## src/ext_pin_irq_pkg.sv

```systemverilog
// Purpose: Shared constants and carrier types for the external pin interrupt block
// Assumes: 8-bit register data on a plain strobe port, one clock at 125 MHz
// Notes:   Register offsets are byte addresses on the local register port
package ext_pin_irq_pkg;

    // Register port widths
    localparam int ADDR_W = 8;
    localparam int DATA_W = 8;

    // Register offsets
    localparam logic [7:0] OFS_CTRL_STATUS = 8'h00;  // Pin control and event status
    localparam logic [7:0] OFS_INT_STATUS  = 8'h04;  // Sticky interrupt status, read clears
    localparam logic [7:0] OFS_INT_MASK    = 8'h08;  // Interrupt mask, same layout

    // Field positions of the control/status register
    localparam int BIT_DETECT_MODE   = 0;
    localparam int BIT_INT_ENABLE    = 1;
    localparam int BIT_EVENT_ACK     = 2;
    localparam int BIT_EVENT_FLAG    = 3;
    localparam int BIT_FUNC_ENABLE   = 4;
    localparam int BIT_POLARITY      = 5;
    localparam int BIT_PULL_DISABLE  = 6;
    localparam int BIT_UNIMPLEMENTED = 7;

    // Field positions of the interrupt status and mask registers
    localparam int BIT_IST_EVENT = 0;  // A qualifying pin event was seen
    localparam int BIT_IST_ACK   = 1;  // Software acknowledge cleared the flag
    localparam int IST_W         = 2;

    // Reset values
    localparam logic [7:0]       RST_CTRL_STATUS = 8'h00;
    localparam logic [IST_W-1:0] RST_INT_STATUS  = 2'h0;
    localparam logic [IST_W-1:0] RST_INT_MASK    = 2'h0;
    localparam logic [7:0]       RST_READ_DATA   = 8'h00;

    // Depth of the pin synchroniser
    localparam int SYNC_STAGES = 2;

    // One request on the register port
    typedef struct packed {
        logic [ADDR_W-1:0] addr;
        logic [DATA_W-1:0] wdata;
        logic              wr;
        logic              rd;
    } reg_req_t;

    // Software-writable pin configuration
    typedef struct packed {
        logic pull_disable;
        logic polarity;
        logic func_enable;
        logic int_enable;
        logic detect_mode;
    } pin_cfg_t;

endpackage

```

## src/external_pin_interrupt.sv

```systemverilog
// Purpose: Request logic for one external interrupt pin with sticky flag and pull control
// Assumes: Pin input is asynchronous; register port is on clk_sys with reads answered next cycle
// Notes:   Edge detection runs on the synchronised pin, so events appear three edges late
//
// Contract
// RULE1 - Pin events recognised and pull controlled only while pin function is enabled.
// RULE2 - Polarity bit 0 selects falling/low, 1 selects rising/high as active.
// RULE3 - Mode 0 sets flag on active edges only; mode 1 also on active level.
// RULE4 - Read-only event flag at bit 3 sets on qualifying event and stays set.
// RULE5 - Writing 1 to acknowledge bit 2 clears flag; bit reads zero.
// RULE6 - In edge-and-level mode, acknowledge cannot clear flag while pin stays active.
// RULE7 - CPU request is high whenever flag and interrupt enable bit 1 are set.
// RULE8 - With pin enabled, pull-disable bit 6 switches the pull device off.
// RULE9 - With pin enabled and rising polarity, the pull device becomes a pulldown.
// RULE10 - Pin synchronised before detection; registers reset to zero; bit 7 reads zero.
`timescale 1ns/1ns

module external_pin_interrupt (
    input  wire logic                             clk_sys,       // 125 MHz system clock
    input  wire logic                             rst_b,         // Asynchronous reset, active low
    input  wire logic [ext_pin_irq_pkg::ADDR_W-1:0] reg_addr,    // Register byte address
    input  wire logic [ext_pin_irq_pkg::DATA_W-1:0] reg_wdata,   // Register write data
    input  wire logic                             reg_wr,        // Write strobe, one cycle
    input  wire logic                             reg_rd,        // Read strobe, one cycle
    output logic      [ext_pin_irq_pkg::DATA_W-1:0] reg_rdata,   // Read data, cycle after strobe
    input  wire logic                             pin_in,        // External interrupt pin level
    output logic                                  pin_cpu_req,   // Request to the CPU, level
    output logic                                  pull_enable,   // Internal pull device on
    output logic                                  pull_down_sel, // 1 pulldown, 0 pullup
    output logic                                  irq            // Masked sticky status interrupt
);

    // Decode helper shared by read and write paths
    function automatic logic hit(input logic [ext_pin_irq_pkg::ADDR_W-1:0] a,
                                 input logic [7:0]                          ofs);
        hit = (a == ofs);
    endfunction

    // Active sense of a pin level; shared so pin and its history use one polarity rule
    function automatic logic active_sense(input logic pol,
                                          input logic lvl);
        active_sense = pol ? lvl : ~lvl;
    endfunction

    ext_pin_irq_pkg::reg_req_t req;
    assign req = '{addr: reg_addr, wdata: reg_wdata, wr: reg_wr, rd: reg_rd};

    // Pin synchroniser; only stage two is looked at by logic
    logic [ext_pin_irq_pkg::SYNC_STAGES-1:0] sync_r;
    logic [ext_pin_irq_pkg::SYNC_STAGES-1:0] sync_nxt;
    logic                                    pin_prev_r;
    logic                                    pin_prev_nxt;
    logic                                    pin_s;

    always_comb begin
        sync_nxt     = {sync_r[0], pin_in};  // RULE10
        pin_prev_nxt = sync_r[1];
    end

    always_ff @(posedge clk_sys or negedge rst_b) begin
        if (!rst_b) begin
            sync_r     <= '0;
            pin_prev_r <= 1'b0;
        end else begin
            sync_r     <= sync_nxt;
            pin_prev_r <= pin_prev_nxt;
        end
    end

    assign pin_s = sync_r[1];

    // Event qualification on the synchronised pin
    ext_pin_irq_pkg::pin_cfg_t cfg_r;
    logic                      active_now;
    logic                      active_prev;
    logic                      active_edge;
    logic                      pin_event;
    logic                      level_hold;

    always_comb begin
        active_now  = active_sense(cfg_r.polarity, pin_s);       // RULE2
        active_prev = active_sense(cfg_r.polarity, pin_prev_r);  // RULE2
        active_edge = active_now & ~active_prev;
        // Level term only in edge-and-level mode
        pin_event   = cfg_r.func_enable &                         // RULE1
                      (active_edge | (cfg_r.detect_mode & active_now)); // RULE3
        // In edge-and-level mode an acknowledge is refused while the active level persists
        level_hold  = cfg_r.func_enable & cfg_r.detect_mode & active_now; // RULE6
    end

    // Register decode
    logic wr_ctrl;
    logic wr_mask;
    logic rd_ctrl;
    logic rd_ist;
    logic rd_mask;
    logic ack_wr;

    always_comb begin
        wr_ctrl = 1'b0;
        wr_mask = 1'b0;
        rd_ctrl = 1'b0;
        rd_ist  = 1'b0;
        rd_mask = 1'b0;
        if (hit(req.addr, ext_pin_irq_pkg::OFS_CTRL_STATUS)) begin
            wr_ctrl = req.wr;
            rd_ctrl = req.rd;
        end else if (hit(req.addr, ext_pin_irq_pkg::OFS_INT_STATUS)) begin
            rd_ist  = req.rd;
        end else if (hit(req.addr, ext_pin_irq_pkg::OFS_INT_MASK)) begin
            wr_mask = req.wr;
            rd_mask = req.rd;
        end
        ack_wr = wr_ctrl & req.wdata[ext_pin_irq_pkg::BIT_EVENT_ACK];  // RULE5
    end

    // Configuration and event flag state
    ext_pin_irq_pkg::pin_cfg_t cfg_nxt;
    logic                      flag_r;
    logic                      flag_nxt;
    logic                      ack_done;

    always_comb begin
        cfg_nxt  = cfg_r;
        flag_nxt = flag_r;
        ack_done = 1'b0;
        if (wr_ctrl) begin
            cfg_nxt.pull_disable = req.wdata[ext_pin_irq_pkg::BIT_PULL_DISABLE];
            cfg_nxt.polarity     = req.wdata[ext_pin_irq_pkg::BIT_POLARITY];
            cfg_nxt.func_enable  = req.wdata[ext_pin_irq_pkg::BIT_FUNC_ENABLE];
            cfg_nxt.int_enable   = req.wdata[ext_pin_irq_pkg::BIT_INT_ENABLE];
            cfg_nxt.detect_mode  = req.wdata[ext_pin_irq_pkg::BIT_DETECT_MODE];
        end
        // Set wins over acknowledge so an event in the clearing cycle is kept
        if (pin_event) begin
            flag_nxt = 1'b1;                                      // RULE4
        end else if (ack_wr && !level_hold) begin
            flag_nxt = 1'b0;                                      // RULE5
            ack_done = flag_r;
        end
    end

    always_ff @(posedge clk_sys or negedge rst_b) begin
        if (!rst_b) begin
            cfg_r  <= '0;                                         // RULE10
            flag_r <= 1'b0;
        end else begin
            cfg_r  <= cfg_nxt;
            flag_r <= flag_nxt;
        end
    end

    // Sticky interrupt status with mask; a status read clears it
    logic [ext_pin_irq_pkg::IST_W-1:0] ist_r;
    logic [ext_pin_irq_pkg::IST_W-1:0] ist_nxt;
    logic [ext_pin_irq_pkg::IST_W-1:0] mask_r;
    logic [ext_pin_irq_pkg::IST_W-1:0] mask_nxt;
    logic [ext_pin_irq_pkg::IST_W-1:0] ist_set;

    always_comb begin
        ist_set = '0;
        ist_set[ext_pin_irq_pkg::BIT_IST_EVENT] = pin_event;
        ist_set[ext_pin_irq_pkg::BIT_IST_ACK]   = ack_done;
        ist_nxt  = (rd_ist ? '0 : ist_r) | ist_set;  // New events survive the clearing read
        mask_nxt = wr_mask ? req.wdata[ext_pin_irq_pkg::IST_W-1:0] : mask_r;
    end

    always_ff @(posedge clk_sys or negedge rst_b) begin
        if (!rst_b) begin
            ist_r  <= ext_pin_irq_pkg::RST_INT_STATUS;
            mask_r <= ext_pin_irq_pkg::RST_INT_MASK;
        end else begin
            ist_r  <= ist_nxt;
            mask_r <= mask_nxt;
        end
    end

    // Read mux and registered outputs
    logic [ext_pin_irq_pkg::DATA_W-1:0] rdata_nxt;
    logic                               cpu_req_nxt;
    logic                               pull_en_nxt;
    logic                               pull_dn_nxt;
    logic                               irq_nxt;

    always_comb begin
        rdata_nxt = ext_pin_irq_pkg::RST_READ_DATA;  // Unmapped reads return zero
        if (rd_ctrl) begin
            rdata_nxt[ext_pin_irq_pkg::BIT_PULL_DISABLE] = cfg_r.pull_disable;
            rdata_nxt[ext_pin_irq_pkg::BIT_POLARITY]     = cfg_r.polarity;
            rdata_nxt[ext_pin_irq_pkg::BIT_FUNC_ENABLE]  = cfg_r.func_enable;
            rdata_nxt[ext_pin_irq_pkg::BIT_EVENT_FLAG]   = flag_r;
            rdata_nxt[ext_pin_irq_pkg::BIT_INT_ENABLE]   = cfg_r.int_enable;
            rdata_nxt[ext_pin_irq_pkg::BIT_DETECT_MODE]  = cfg_r.detect_mode;
            // Acknowledge and bit 7 stay zero on read  // RULE5 RULE10
        end else if (rd_ist) begin
            rdata_nxt[ext_pin_irq_pkg::IST_W-1:0] = ist_r;
        end else if (rd_mask) begin
            rdata_nxt[ext_pin_irq_pkg::IST_W-1:0] = mask_r;
        end
        cpu_req_nxt = flag_nxt & cfg_nxt.int_enable;                         // RULE7
        pull_en_nxt = cfg_nxt.func_enable & ~cfg_nxt.pull_disable;           // RULE8
        pull_dn_nxt = cfg_nxt.func_enable & cfg_nxt.polarity;                // RULE9
        irq_nxt     = |(ist_nxt & mask_nxt);
    end

    // Request, pull and irq outputs follow the next state so they line up with the registers they reflect
    always_ff @(posedge clk_sys or negedge rst_b) begin
        if (!rst_b) begin
            reg_rdata     <= ext_pin_irq_pkg::RST_READ_DATA;
            pin_cpu_req   <= 1'b0;
            pull_enable   <= 1'b0;
            pull_down_sel <= 1'b0;
            irq           <= 1'b0;
        end else begin
            reg_rdata     <= rdata_nxt;
            pin_cpu_req   <= cpu_req_nxt;
            pull_enable   <= pull_en_nxt;
            pull_down_sel <= pull_dn_nxt;
            irq           <= irq_nxt;
        end
    end
endmodule  // external_pin_interrupt

```

## config.mk

```make
export PLATFORM = sky130hd
export DESIGN_NAME = external_pin_interrupt
export DESIGN_NICKNAME = d
export VERILOG_FILES = /design/src/ext_pin_irq_pkg.sv /design/src/external_pin_interrupt.sv
export SDC_FILE = /design/constraint.sdc
export NUM_CORES = 1
export LEC_CHECK = 0
export BUFFER_PORTS_ARGS = -buffer_cell sky130_fd_sc_hd__buf_2
export CAP_MARGIN = 30
export CORE_MARGIN = 3
export CORE_UTILIZATION = 45
export DETAILED_ROUTE_END_ITERATION = 10
export PLACE_DENSITY = 0.76
export SLEW_MARGIN = 30
export SYNTH_ARGS = -nofsm -noshare
export SYNTH_HDL_FRONTEND = slang
export SYNTH_SLANG_ARGS = --single-unit
```

## constraint.sdc

```tcl
create_clock -name clk_sys -period 3 [get_ports clk_sys]
set_input_delay 0.75 -clock clk_sys [delete_from_list [all_inputs] [get_ports clk_sys]]
set_output_delay 0.75 -clock clk_sys [all_outputs]
set_load 0.005 [all_outputs]
```

== Word level (Yosys, flattened, before mapping) ==
Index checks and enable logic that the tools add are counted.

* Register bits after elaboration: 23
* Input bits: 21
* Logic and storage cells: 60

* Equality and inequality tests: 2
* Multiplexer cells: 23
* Bitwise gates (word level): 16
* Reductions and logical operators: 4

{| class="wikitable"
|+ Operator list
! kind !! count
|-
| $mux 1 || 16
|-
| $mux 2 || 5
|-
| $and 1x1->1 || 9
|-
| $eq 8x3->1 const B || 1
|-
| $eq 8x4->1 const B || 1
|-
| $logic_not 8->1 || 1
|-
| $mux 5 || 1
|-
| $mux 4 || 1
|-
| $not 1->1 || 4
|-
| $and 2x2->2 || 1
|-
| $or 2x2->2 || 1
|-
| $reduce_or 2->1 || 1
|-
| $logic_and 1x1->1 || 1
|-
| $logic_not 1->1 || 1
|-
| $or 1x1->1 || 1
|}

== Logic depth before layout (Yosys ltp) ==
Gate-level depths: netlist (run 1).

* Depth after elaboration: 10
* Mapped depth: 5
* Gate-level depth less buffers: 4

== Worst setup path before layout (run 1) ==
No wires, ideal clock.

* Kind: input -> register
* From: input port reg_addr[7] in the netlist's numbering
* To: register cfg_r[1] in the netlist's numbering
* Setup time: 0.125 ns
* Arrival time: 1.847 ns
* Required time: 2.875 ns
* Slack: 1.028 ns
* Stages on the path: 4
* Buffers on the path: 1
* Path through: nor4_4 -> and4b_2 -> buf_6 -> mux2_2

{| class="wikitable"
|+ RTL lines
! what !! line !! text
|-
| start: declaration || external_pin_interrupt.sv:21 || <nowiki>input wire logic [ext_pin_irq_pkg::ADDR_W-1:0] reg_addr,</nowiki>
|-
| end signal: assignment || external_pin_interrupt.sv:148 || <nowiki>cfg_r <= cfg_nxt;</nowiki>
|-
| end: declaration || external_pin_interrupt.sv:73 || <nowiki>ext_pin_irq_pkg::pin_cfg_t cfg_r;</nowiki>
|}

==> out/results.ini, run 1 <==
[global_routing]
grt_max_degree = 24
grt_pass1_wl_mm = 2.94
grt_pass1_vias = 650
antenna_found_initial = 0
grt-ovfl-total = 0
grtUsageTotal = 0.150

[worst_hold_path]
hp-class = register to register

[route]
firstDrtPassIters = 4
drc = 0
finalWirelength_mm = 1.79
via_per_inst = 5.05
drt_iter0_drc = 4
vias = 682
wl_per_cell_um = 13.3
ant_nets = 0

[clocking]
path_clk_slew_ns = 0.12
cts_tree = done
clock_path_buffers = 2
cts.sinks = 23
cts_resized = 0
htreeDepth = 1
cts_hold_buf = 0
clk_latency_ns = 0.31
post_cts_buffers = 0
cts_buffers = 3
cts_root_buf = clkbuf_4

[floorplanning]
placement_rows = 16
die_h_um = 53.2
core_um2 = 2040
fp.dieW_um = 53.2
dieArea_um2 = 2830
start_util = 0.491
io_pins = 33

[synthesis]
synth_area_leaders = dfrtp_1 57%, mux2_2 6.7%, and2_1 2.5%
synth.largest_area_cell = dfrtp_1
synth_ff_type = dfrtp_1
ys_async_sr_fraction = 1.00
synth_seq_area_share = 0.574
yosys-top-cells-count = 23 x dfrtp_1, 6 x mux2_2, 5 x o21ai_0
syn_inst = 78
ys_seq_elements = 23
avgSynthCellArea_um2 = 12.8
yosysMostFrequentCell = dfrtp_1
ys_types = 33
syn_area_um2 = 1000
synth_top_area_share = 0.574
synth_edf_count = 0
ys_warn_count = 0

[critical_path]
cp_top_family = simple AND/OR/NAND/NOR gates
ff2ff_setup_slack_ns = 1.57
critPathSlowestCell = and4b_2
path_max_fanout = 13
critical-path-max-stage-delay_ns = 0.47
worst_ep_arrival_time_ns = 2.09
worstPathRequired_ns = 3.21
endpoint_kind = register
cp_cell_sequence = buf_2 > nor4_4 > and4b_2 > mux2_2
cp-start-kind = primary input
cp_num_buf_inv = 1
worst-setup-path-type = primary input to register

[pwr]
p_per_area_nw_per_um2 = 461
pwr-share-seq = 0.628
p_int_mw = 0.409
p_sw_frac = 0.248
power_mw = 0.544
switching_power_mw = 0.135
p_comb_frac = 0.112
p_leak_nw = 0.657
max-vdd-ir-drop_mv = 0.332
clockPowerShare = 0.260

[final_layout]
design_area_um2 = 1180
nNetsFinal = 130
layout-drive-gt1-share = 0.435
num_antenna_cells = 0
final_cells = 135
area_growth_pct = 17.9
fillCellCount = 173
final_core_util = 0.578

[sta]
fmax_mhz = 531
fin_ws_ns = 1.12
period_needed_ns = 1.88
fin_setup_tns_ns = 0
holdWs_ns = 0.374
report.final.slew_viol_count = 0
hold_viol = 0
finalSetupViolations = 0
rsz0062_at_grt = false
fin_skew_ns = 0.00396
finalCritPeriodShare = 0.628

[placed_design]
finalWeightedCongestion = 0.725
dp_cells = 131
dpl_cell_area_um2 = 1150
hpwl_mm = 1.37
place_ws_ns = 0.781
io_buffers = 28

[outcome]
status = finished, final reports clean

[run]
maxCapViolations = 0

power groups by stage:
stage                     logic, mW  registers [mW]  clock network [mW]
after floorplan              0.0337           0.343                   0
after global placement       0.0588           0.346                   0
after detailed placement     0.0612           0.347                   0
after CTS                    0.0616           0.341               0.148
after global routing         0.0691           0.343               0.161
final                        0.0608           0.342               0.142
worst paths after layout:
path	startpoint	end	depth (start not counted)
hold reg to reg	sync_r[0]$_DFF_PN0_	sync_r[1]$_DFF_PN0_	0
setup / recovery	reg_addr[7]	cfg_r[3]$_DFF_PN0_	4
max in group asynchronous	rst_b	mask_r[0]$_DFF_PN0_	1
setup reg to reg	cfg_r[3]$_DFF_PN0_	irq$_DFF_PN0_	4
hold / removal	sync_r[0]$_DFF_PN0_	sync_r[1]$_DFF_PN0_	0
min in group asynchronous	rst_b	pull_enable$_DFF_PN0_	1
kinds of logic (layout without fill, tap and decap cells):
logic type             after synthesis  in the layout  share of synthesized area
AND/OR/NAND/NOR                     24             24                      0.175
flip-flops                          23             23                      0.574
AO/OA/AOI/OAI                       14             14                     0.0936
multiplexers                         9              9                      0.102
buffers and inverters                5             34                     0.0337
XOR/XNOR                             2              2                     0.0175
other                                1              2                    0.00374
state kept, by name, indices dropped and copies added, names as in the netlist, 2 cells and up:
register	flops
cfg_r	5
ist_r	2
mask_r	2
reg_rdata	6
sync_r	2
final cells by class:
cell class	instances	area [µm²]	area share
clock inverters	1	5.00	0.00424
clock buffers	3	22.5	0.0191
inverters	2	7.51	0.00636
repair buffers	28	140	0.119
well taps	27	33.8	0.0286
multi-input cells	51	397	0.336
flip-flops and latches	23	576	0.487
per-layer routing:
metal | global-route usage | wire, µm
met1 | 0.175 | 759
met2 | 0.252 | 894
met3 | 0.0282 | 94
met4 | 0.0894 | 40
met5 | 0 | 0
layout by cell type (no fill, tap or decap), types with 3 or more instances in the layout:
master / synthesis / layout
clkbuf_4: 0 / 3
mux2_2: 6 / 6
nand3b_1: 3 / 3
o21ai_0: 5 / 5
buf_2: 0 / 28
and2_1: 4 / 4
and3_1: 3 / 3
dfrtp_1: 23 / 23
No activity file was read; power rests on OpenSTA's default activity.
==> run 2: changes to the inputs <==
--- a/config.mk
+++ b/config.mk
@@ -8,7 +8,7 @@
 export BUFFER_PORTS_ARGS = -buffer_cell sky130_fd_sc_hd__buf_2
 export CAP_MARGIN = 30
 export CORE_MARGIN = 3
-export CORE_UTILIZATION = 45
+export CORE_UTILIZATION = 43
 export DETAILED_ROUTE_END_ITERATION = 10
 export PLACE_DENSITY = 0.76
 export SLEW_MARGIN = 30
==> constraint.sdc (replaced) <==
create_clock -name clk_sys -period 1.6 [get_ports clk_sys]
set_input_delay 0.4 -clock clk_sys [delete_from_list [all_inputs] [get_ports clk_sys]]
set_output_delay 0.4 -clock clk_sys [all_outputs]
set_load 0.005 [all_outputs]
==> run 2 against run 1 <==
Against the previous run:
- cell count grew 2.2%
- first-iteration DRC count grew to 2.5 times the previous value
- sequential power grew 87%
- worst hold slack lost 0.34 ns
- total power grew 88%
- wire length grew 6.0%
- critical path type unchanged
- critical endpoint is now cfg_r[1]$_DFF_PN0_
- clock-buffer cell count is the same
- largest power group unchanged
- cell area grew 1.9%
- highest routed layer unchanged
==> out/results.ini, run 2 (same netlist as run 1, synthesis figures left out) <==
[sta]
finalCritPeriodShare = 0.919
fin_skew_ns = 0.00620
rsz0062_at_grt = false
period_needed_ns = 1.47
finalSetupViolations = 0
fin_ws_ns = 0.129
hold_viol = 0
report.final.slew_viol_count = 0
fmax_mhz = 680

[pwr]
max-vdd-ir-drop_mv = 0.629
power_mw = 1.03
p_per_area_nw_per_um2 = 852
switching_power_mw = 0.254
pwr-share-seq = 0.624
clockPowerShare = 0.258
p_leak_nw = 0.672
p_comb_frac = 0.118
p_sw_frac = 0.248
p_int_mw = 0.771

[floorplanning]
placement_rows = 16
io_pins = 33
dieArea_um2 = 2950
fp.dieW_um = 54.3
core_um2 = 2080
die_h_um = 54.3
start_util = 0.481

[critical_path]
endpoint_kind = register
crit_start = reg_addr[7]
reg2regPathDepth = 4
worstPathRequired_ns = 1.80
critPathSlowestCell = and4b_2
worst_ep_arrival_time_ns = 1.68
cp-start-kind = primary input
cp_cell_sequence = buf_2 > nor4_4 > and4b_2 > mux2_2
critical-path-max-stage-delay_ns = 0.45
crit_path_end = cfg_r[1]$_DFF_PN0_
cp_top_family = simple AND/OR/NAND/NOR gates
r2r-end = irq$_DFF_PN0_
worst-setup-path-type = primary input to register
cp_num_cells = 4
path_max_fanout = 13
rr_startpoint = cfg_r[3]$_DFF_PN0_
ff2ff_setup_slack_ns = 0.16
cp_num_buf_inv = 1

[run]
maxCapViolations = 0

[clocking]
clock_path_buffers = 2
cts.sinks = 23
path_clk_slew_ns = 0.13
cts_tree = done
cts_hold_buf = 0
clk_latency_ns = 0.31
cts_resized = 0
cts_buffers = 3
post_cts_buffers = 0
htreeDepth = 1
cts_root_buf = clkbuf_4

[global_routing]
grt-ovfl-total = 0
grt_pass1_vias = 687
gr-usage-met3 = 0.0327
grtUsageMet1 = 0.179
grtUsageMet2 = 0.241
top_usage_layer = met2
grt_pass1_wl_mm = 3.01
grtUsageTotal = 0.147
grt_max_degree = 24
antenna_found_initial = 0

[route]
wl_per_cell_um = 13.7
vias = 705
finalWirelength_mm = 1.90
drc = 0
drt_iter0_drc = 10
via_per_inst = 5.11
ant_nets = 0
firstDrtPassIters = 4

[final_layout]
nNetsFinal = 133
top_register = reg_rdata
area_growth_pct = 20.1
layout-drive-gt1-share = 0.450
multi_input_area_um2 = 397
largest_reg_flops = 6
final_common_cell = buf_2
fillCellCount = 188
final_cell_mix = 28 x buf_2, 23 x dfrtp_1, 6 x mux2_2
num_antenna_cells = 0
top_regs = reg_rdata (6), cfg_r (5)
regArea_um2 = 576

[outcome]
status = finished, final reports clean

[worst_hold_path]
hp-class = primary input to asynchronous set/reset pin

[placed_design]
hpwl_mm = 1.42
io_buffers = 28
finalWeightedCongestion = 0.770
place_ws_ns = -0.202

## run 2: cell count changes in the layout (fill, tap and decap cells not counted), sizes merged
cell and change:
buf +3
## run 2: how the worst min path moves through the flow
stage,cells after the start,end,slack [ns],from
6_report,1,reg_rdata[3]$_DFF_PN0_,0.03,rst_b
5_1_grt,1,reg_rdata[1]$_DFF_PN0_,0.06,rst_b
4_1_cts,1,reg_rdata[3]$_DFF_PN0_,0.04,rst_b
3_5_place_dp,0,sync_r[1]$_DFF_PN0_,0.33,sync_r[0]$_DFF_PN0_
3_3_place_gp,0,sync_r[1]$_DFF_PN0_,0.33,sync_r[0]$_DFF_PN0_
2_1_floorplan,0,cfg_r[0]$_DFFE_PN0N_,0.10,rst_b
## run 2: layout make-up
| cell class | instances | share of cell area |
|---|---|---|
| clock inverter | 1 | 0.00416 |
| clock buffer | 3 | 0.0187 |
| tap | 27 | 0.0281 |
| sequential | 23 | 0.478 |
| multi-input combinational | 51 | 0.330 |
| inverter | 2 | 0.00624 |
| timing repair buffer | 31 | 0.135 |
## run 2: layer usage
metal	part of all wire	vias up	wire [µm]
met2	0.53	18	1010
li1	-	338	-
met4	0.0053	0	10
met5	0	-	0
met3	0.049	2	93
met1	0.41	347	782
## run 2: through the flow
stage	setup TNS (ns)	hold slack, ns	util	cell area [µm²]	cells
after floorplan	-0.0623	0.104	-	1010	79
after global placement	-1.11	0.332	0.565	1180	134
after detailed placement	-1.23	0.335	0.565	1180	134
after CTS	0	0.0435	0.578	1200	138
after global routing	0	0.0562	0.578	1200	138
final	0	0.0337	0.578	1200	138
## run 2: power groups by stage
stage / Sequential [mW] / Combinational (mW) / Clock (mW)
6_report: 0.640 / 0.121 / 0.265
2_1_floorplan: 0.643 / 0.0631 / 0
5_1_grt: 0.645 / 0.135 / 0.296
4_1_cts: 0.639 / 0.123 / 0.278
3_5_place_dp: 0.651 / 0.121 / 0
3_3_place_gp: 0.648 / 0.115 / 0
==> run 3: changes to the inputs <==
--- a/config.mk
+++ b/config.mk
@@ -10,6 +10,7 @@
 export CORE_MARGIN = 3
 export CORE_UTILIZATION = 43
 export DETAILED_ROUTE_END_ITERATION = 10
+export MAX_ROUTING_LAYER = met4
 export PLACE_DENSITY = 0.76
 export SLEW_MARGIN = 30
 export SYNTH_ARGS = -nofsm -noshare
==> run 3 against run 2 <==
Against the previous run:
- cell area did not move
- non-clock buffer count did not move
- first-iteration DRC count fell by 50%
- largest power group unchanged
- critical path depth did not move
- cell count did not move
- global-route usage rose by 0.42 points
- flip-flop and latch count did not move
- via count rose by 1.6%
==> out/results.ini, run 3 (same netlist as run 1, synthesis figures left out) <==
[route]
drt_iter0_drc = 5
vias = 716
finalWirelength_mm = 1.90
via_per_inst = 5.19
firstDrtPassIters = 4
drc = 0
ant_nets = 0
wl_per_cell_um = 13.8

[critical_path]
rr_startpoint = cfg_r[3]$_DFF_PN0_
worst_ep_arrival_time_ns = 1.68
cp-start-kind = primary input
ff2ff_setup_slack_ns = 0.15
path_max_fanout = 13
critPathSlowestCell = and4b_2
reg2regPathDepth = 4
endpoint_kind = register
r2r-end = irq$_DFF_PN0_
worstPathRequired_ns = 1.81
critical-path-max-stage-delay_ns = 0.45
cp_cell_sequence = buf_2 > nor4_4 > and4b_2 > mux2_2
worst-setup-path-type = primary input to register

[final_layout]
final_core_util = 0.578
nNetsFinal = 133
num_antenna_cells = 0
design_area_um2 = 1200
fillCellCount = 188
final_common_cell = buf_2
area_growth_pct = 20.1
largest_reg_flops = 6
top_register = reg_rdata
top_regs = reg_rdata (6), cfg_r (5)
layout-drive-gt1-share = 0.450
final_cells = 138
final_cell_mix = 28 x buf_2, 23 x dfrtp_1, 6 x mux2_2

[sta]
slew_headroom = 0.666
hold_viol = 0
fin_setup_tns_ns = 0
report.final.slew_viol_count = 0
fin_skew_ns = 0.00794
period_needed_ns = 1.46
finalCritPeriodShare = 0.915
worst_pin_slew_ns = 0.500
rsz0062_at_grt = false
finalSetupViolations = 0
fmax_mhz = 683

[pwr]
max-vdd-ir-drop_mv = 0.634
p_sw_frac = 0.253
clockPowerShare = 0.263
p_per_area_nw_per_um2 = 858
switching_power_mw = 0.262
p_comb_frac = 0.117
p_int_mw = 0.771
p_leak_nw = 0.672
pwr-share-seq = 0.620

[clocking]
cts_root_buf = clkbuf_4
clk_latency_ns = 0.32
path_clk_slew_ns = 0.13
htreeDepth = 1
post_cts_buffers = 0
cts_resized = 0
clock_path_buffers = 2
cts_buffers = 3
cts.sinks = 23
cts_hold_buf = 0
cts_tree = done

[worst_hold_path]
hp-class = primary input to asynchronous set/reset pin

[floorplanning]
io_pins = 33
core_um2 = 2080
placement_rows = 16
die_h_um = 54.3
start_util = 0.481
dieArea_um2 = 2950
fp.dieW_um = 54.3

[placed_design]
dp_cells = 134
dpl_cell_area_um2 = 1180
hpwl_mm = 1.42
io_buffers = 28
finalWeightedCongestion = 0.781

[global_routing]
antenna_found_initial = 0
grt_pass1_vias = 686
grt_max_degree = 24
grt_pass1_wl_mm = 3.02
grt-ovfl-total = 0
grtUsageTotal = 0.151

[run]
maxCapViolations = 0

[outcome]
status = finished, final reports clean

## run 3: cell counts in the layout (fill, tap and decap cells not counted)
Identical to the previous run, type by type.
## run 3: power groups by stage
stage,sequential (mW),clock [mW],combinational (mW)
floorplan,0.643,0,0.0631
global placement,0.648,0,0.115
detailed placement,0.651,0,0.121
CTS,0.639,0.278,0.123
global route,0.645,0.296,0.135
finish,0.640,0.272,0.121
## run 3: how the worst max path moves through the flow
stage                           start                   end  depth (start not counted)  slack (ns)
after floorplan           reg_addr[7]    cfg_r[1]$_DFF_PN0_                          4       -0.02
after global placement    reg_addr[7]    cfg_r[1]$_DFF_PN0_                          4       -0.18
after CTS                 reg_addr[7]    cfg_r[1]$_DFF_PN0_                          4        0.12
after global routing      reg_addr[7]  cfg_r[0]$_DFFE_PN0N_                          4        0.08
after detailed placement  reg_addr[7]    cfg_r[1]$_DFF_PN0_                          4       -0.20
final                     reg_addr[7]    cfg_r[1]$_DFF_PN0_                          4        0.14
## run 3: worst max-delay path, delay by kind of cell
kind                   cells  cell delay [ns]
AND/OR/NAND/NOR            2             0.79
buffers and inverters      1             0.11
multiplexers               1             0.37
## run 3: metrics by stage
stage	setup WS (ns)	power, mW	hold WS (ns)
floorplan	-0.0208	0.706	0.104
global placement	-0.183	0.763	0.332
detailed placement	-0.202	0.772	0.335
CTS	0.121	1.04	0.0435
global route	0.0750	1.08	0.0562
finish	0.137	1.03	0.0254
## run 3: final cells by class
type	count	area, µm²	area share
Sequential cell	23	576	0.478
Multi-Input combinational cell	51	397	0.330
Timing Repair Buffer	31	163	0.135
Tap cell	27	33.8	0.0281
Clock buffer	3	22.5	0.0187
Inverter	2	7.51	0.00624
Clock inverter	1	5.00	0.00416
## run 3: routing by layer
| layer | track usage | share of wire | vias up |
|---|---|---|---|
| met5 | - | 0 | - |
| met2 | 0.241 | 0.53 | 24 |
| met3 | 0.0327 | 0.052 | 4 |
| li1 | - | - | 340 |
| met4 | 0.0747 | 0.0089 | 0 |
| met1 | 0.179 | 0.41 | 348 |
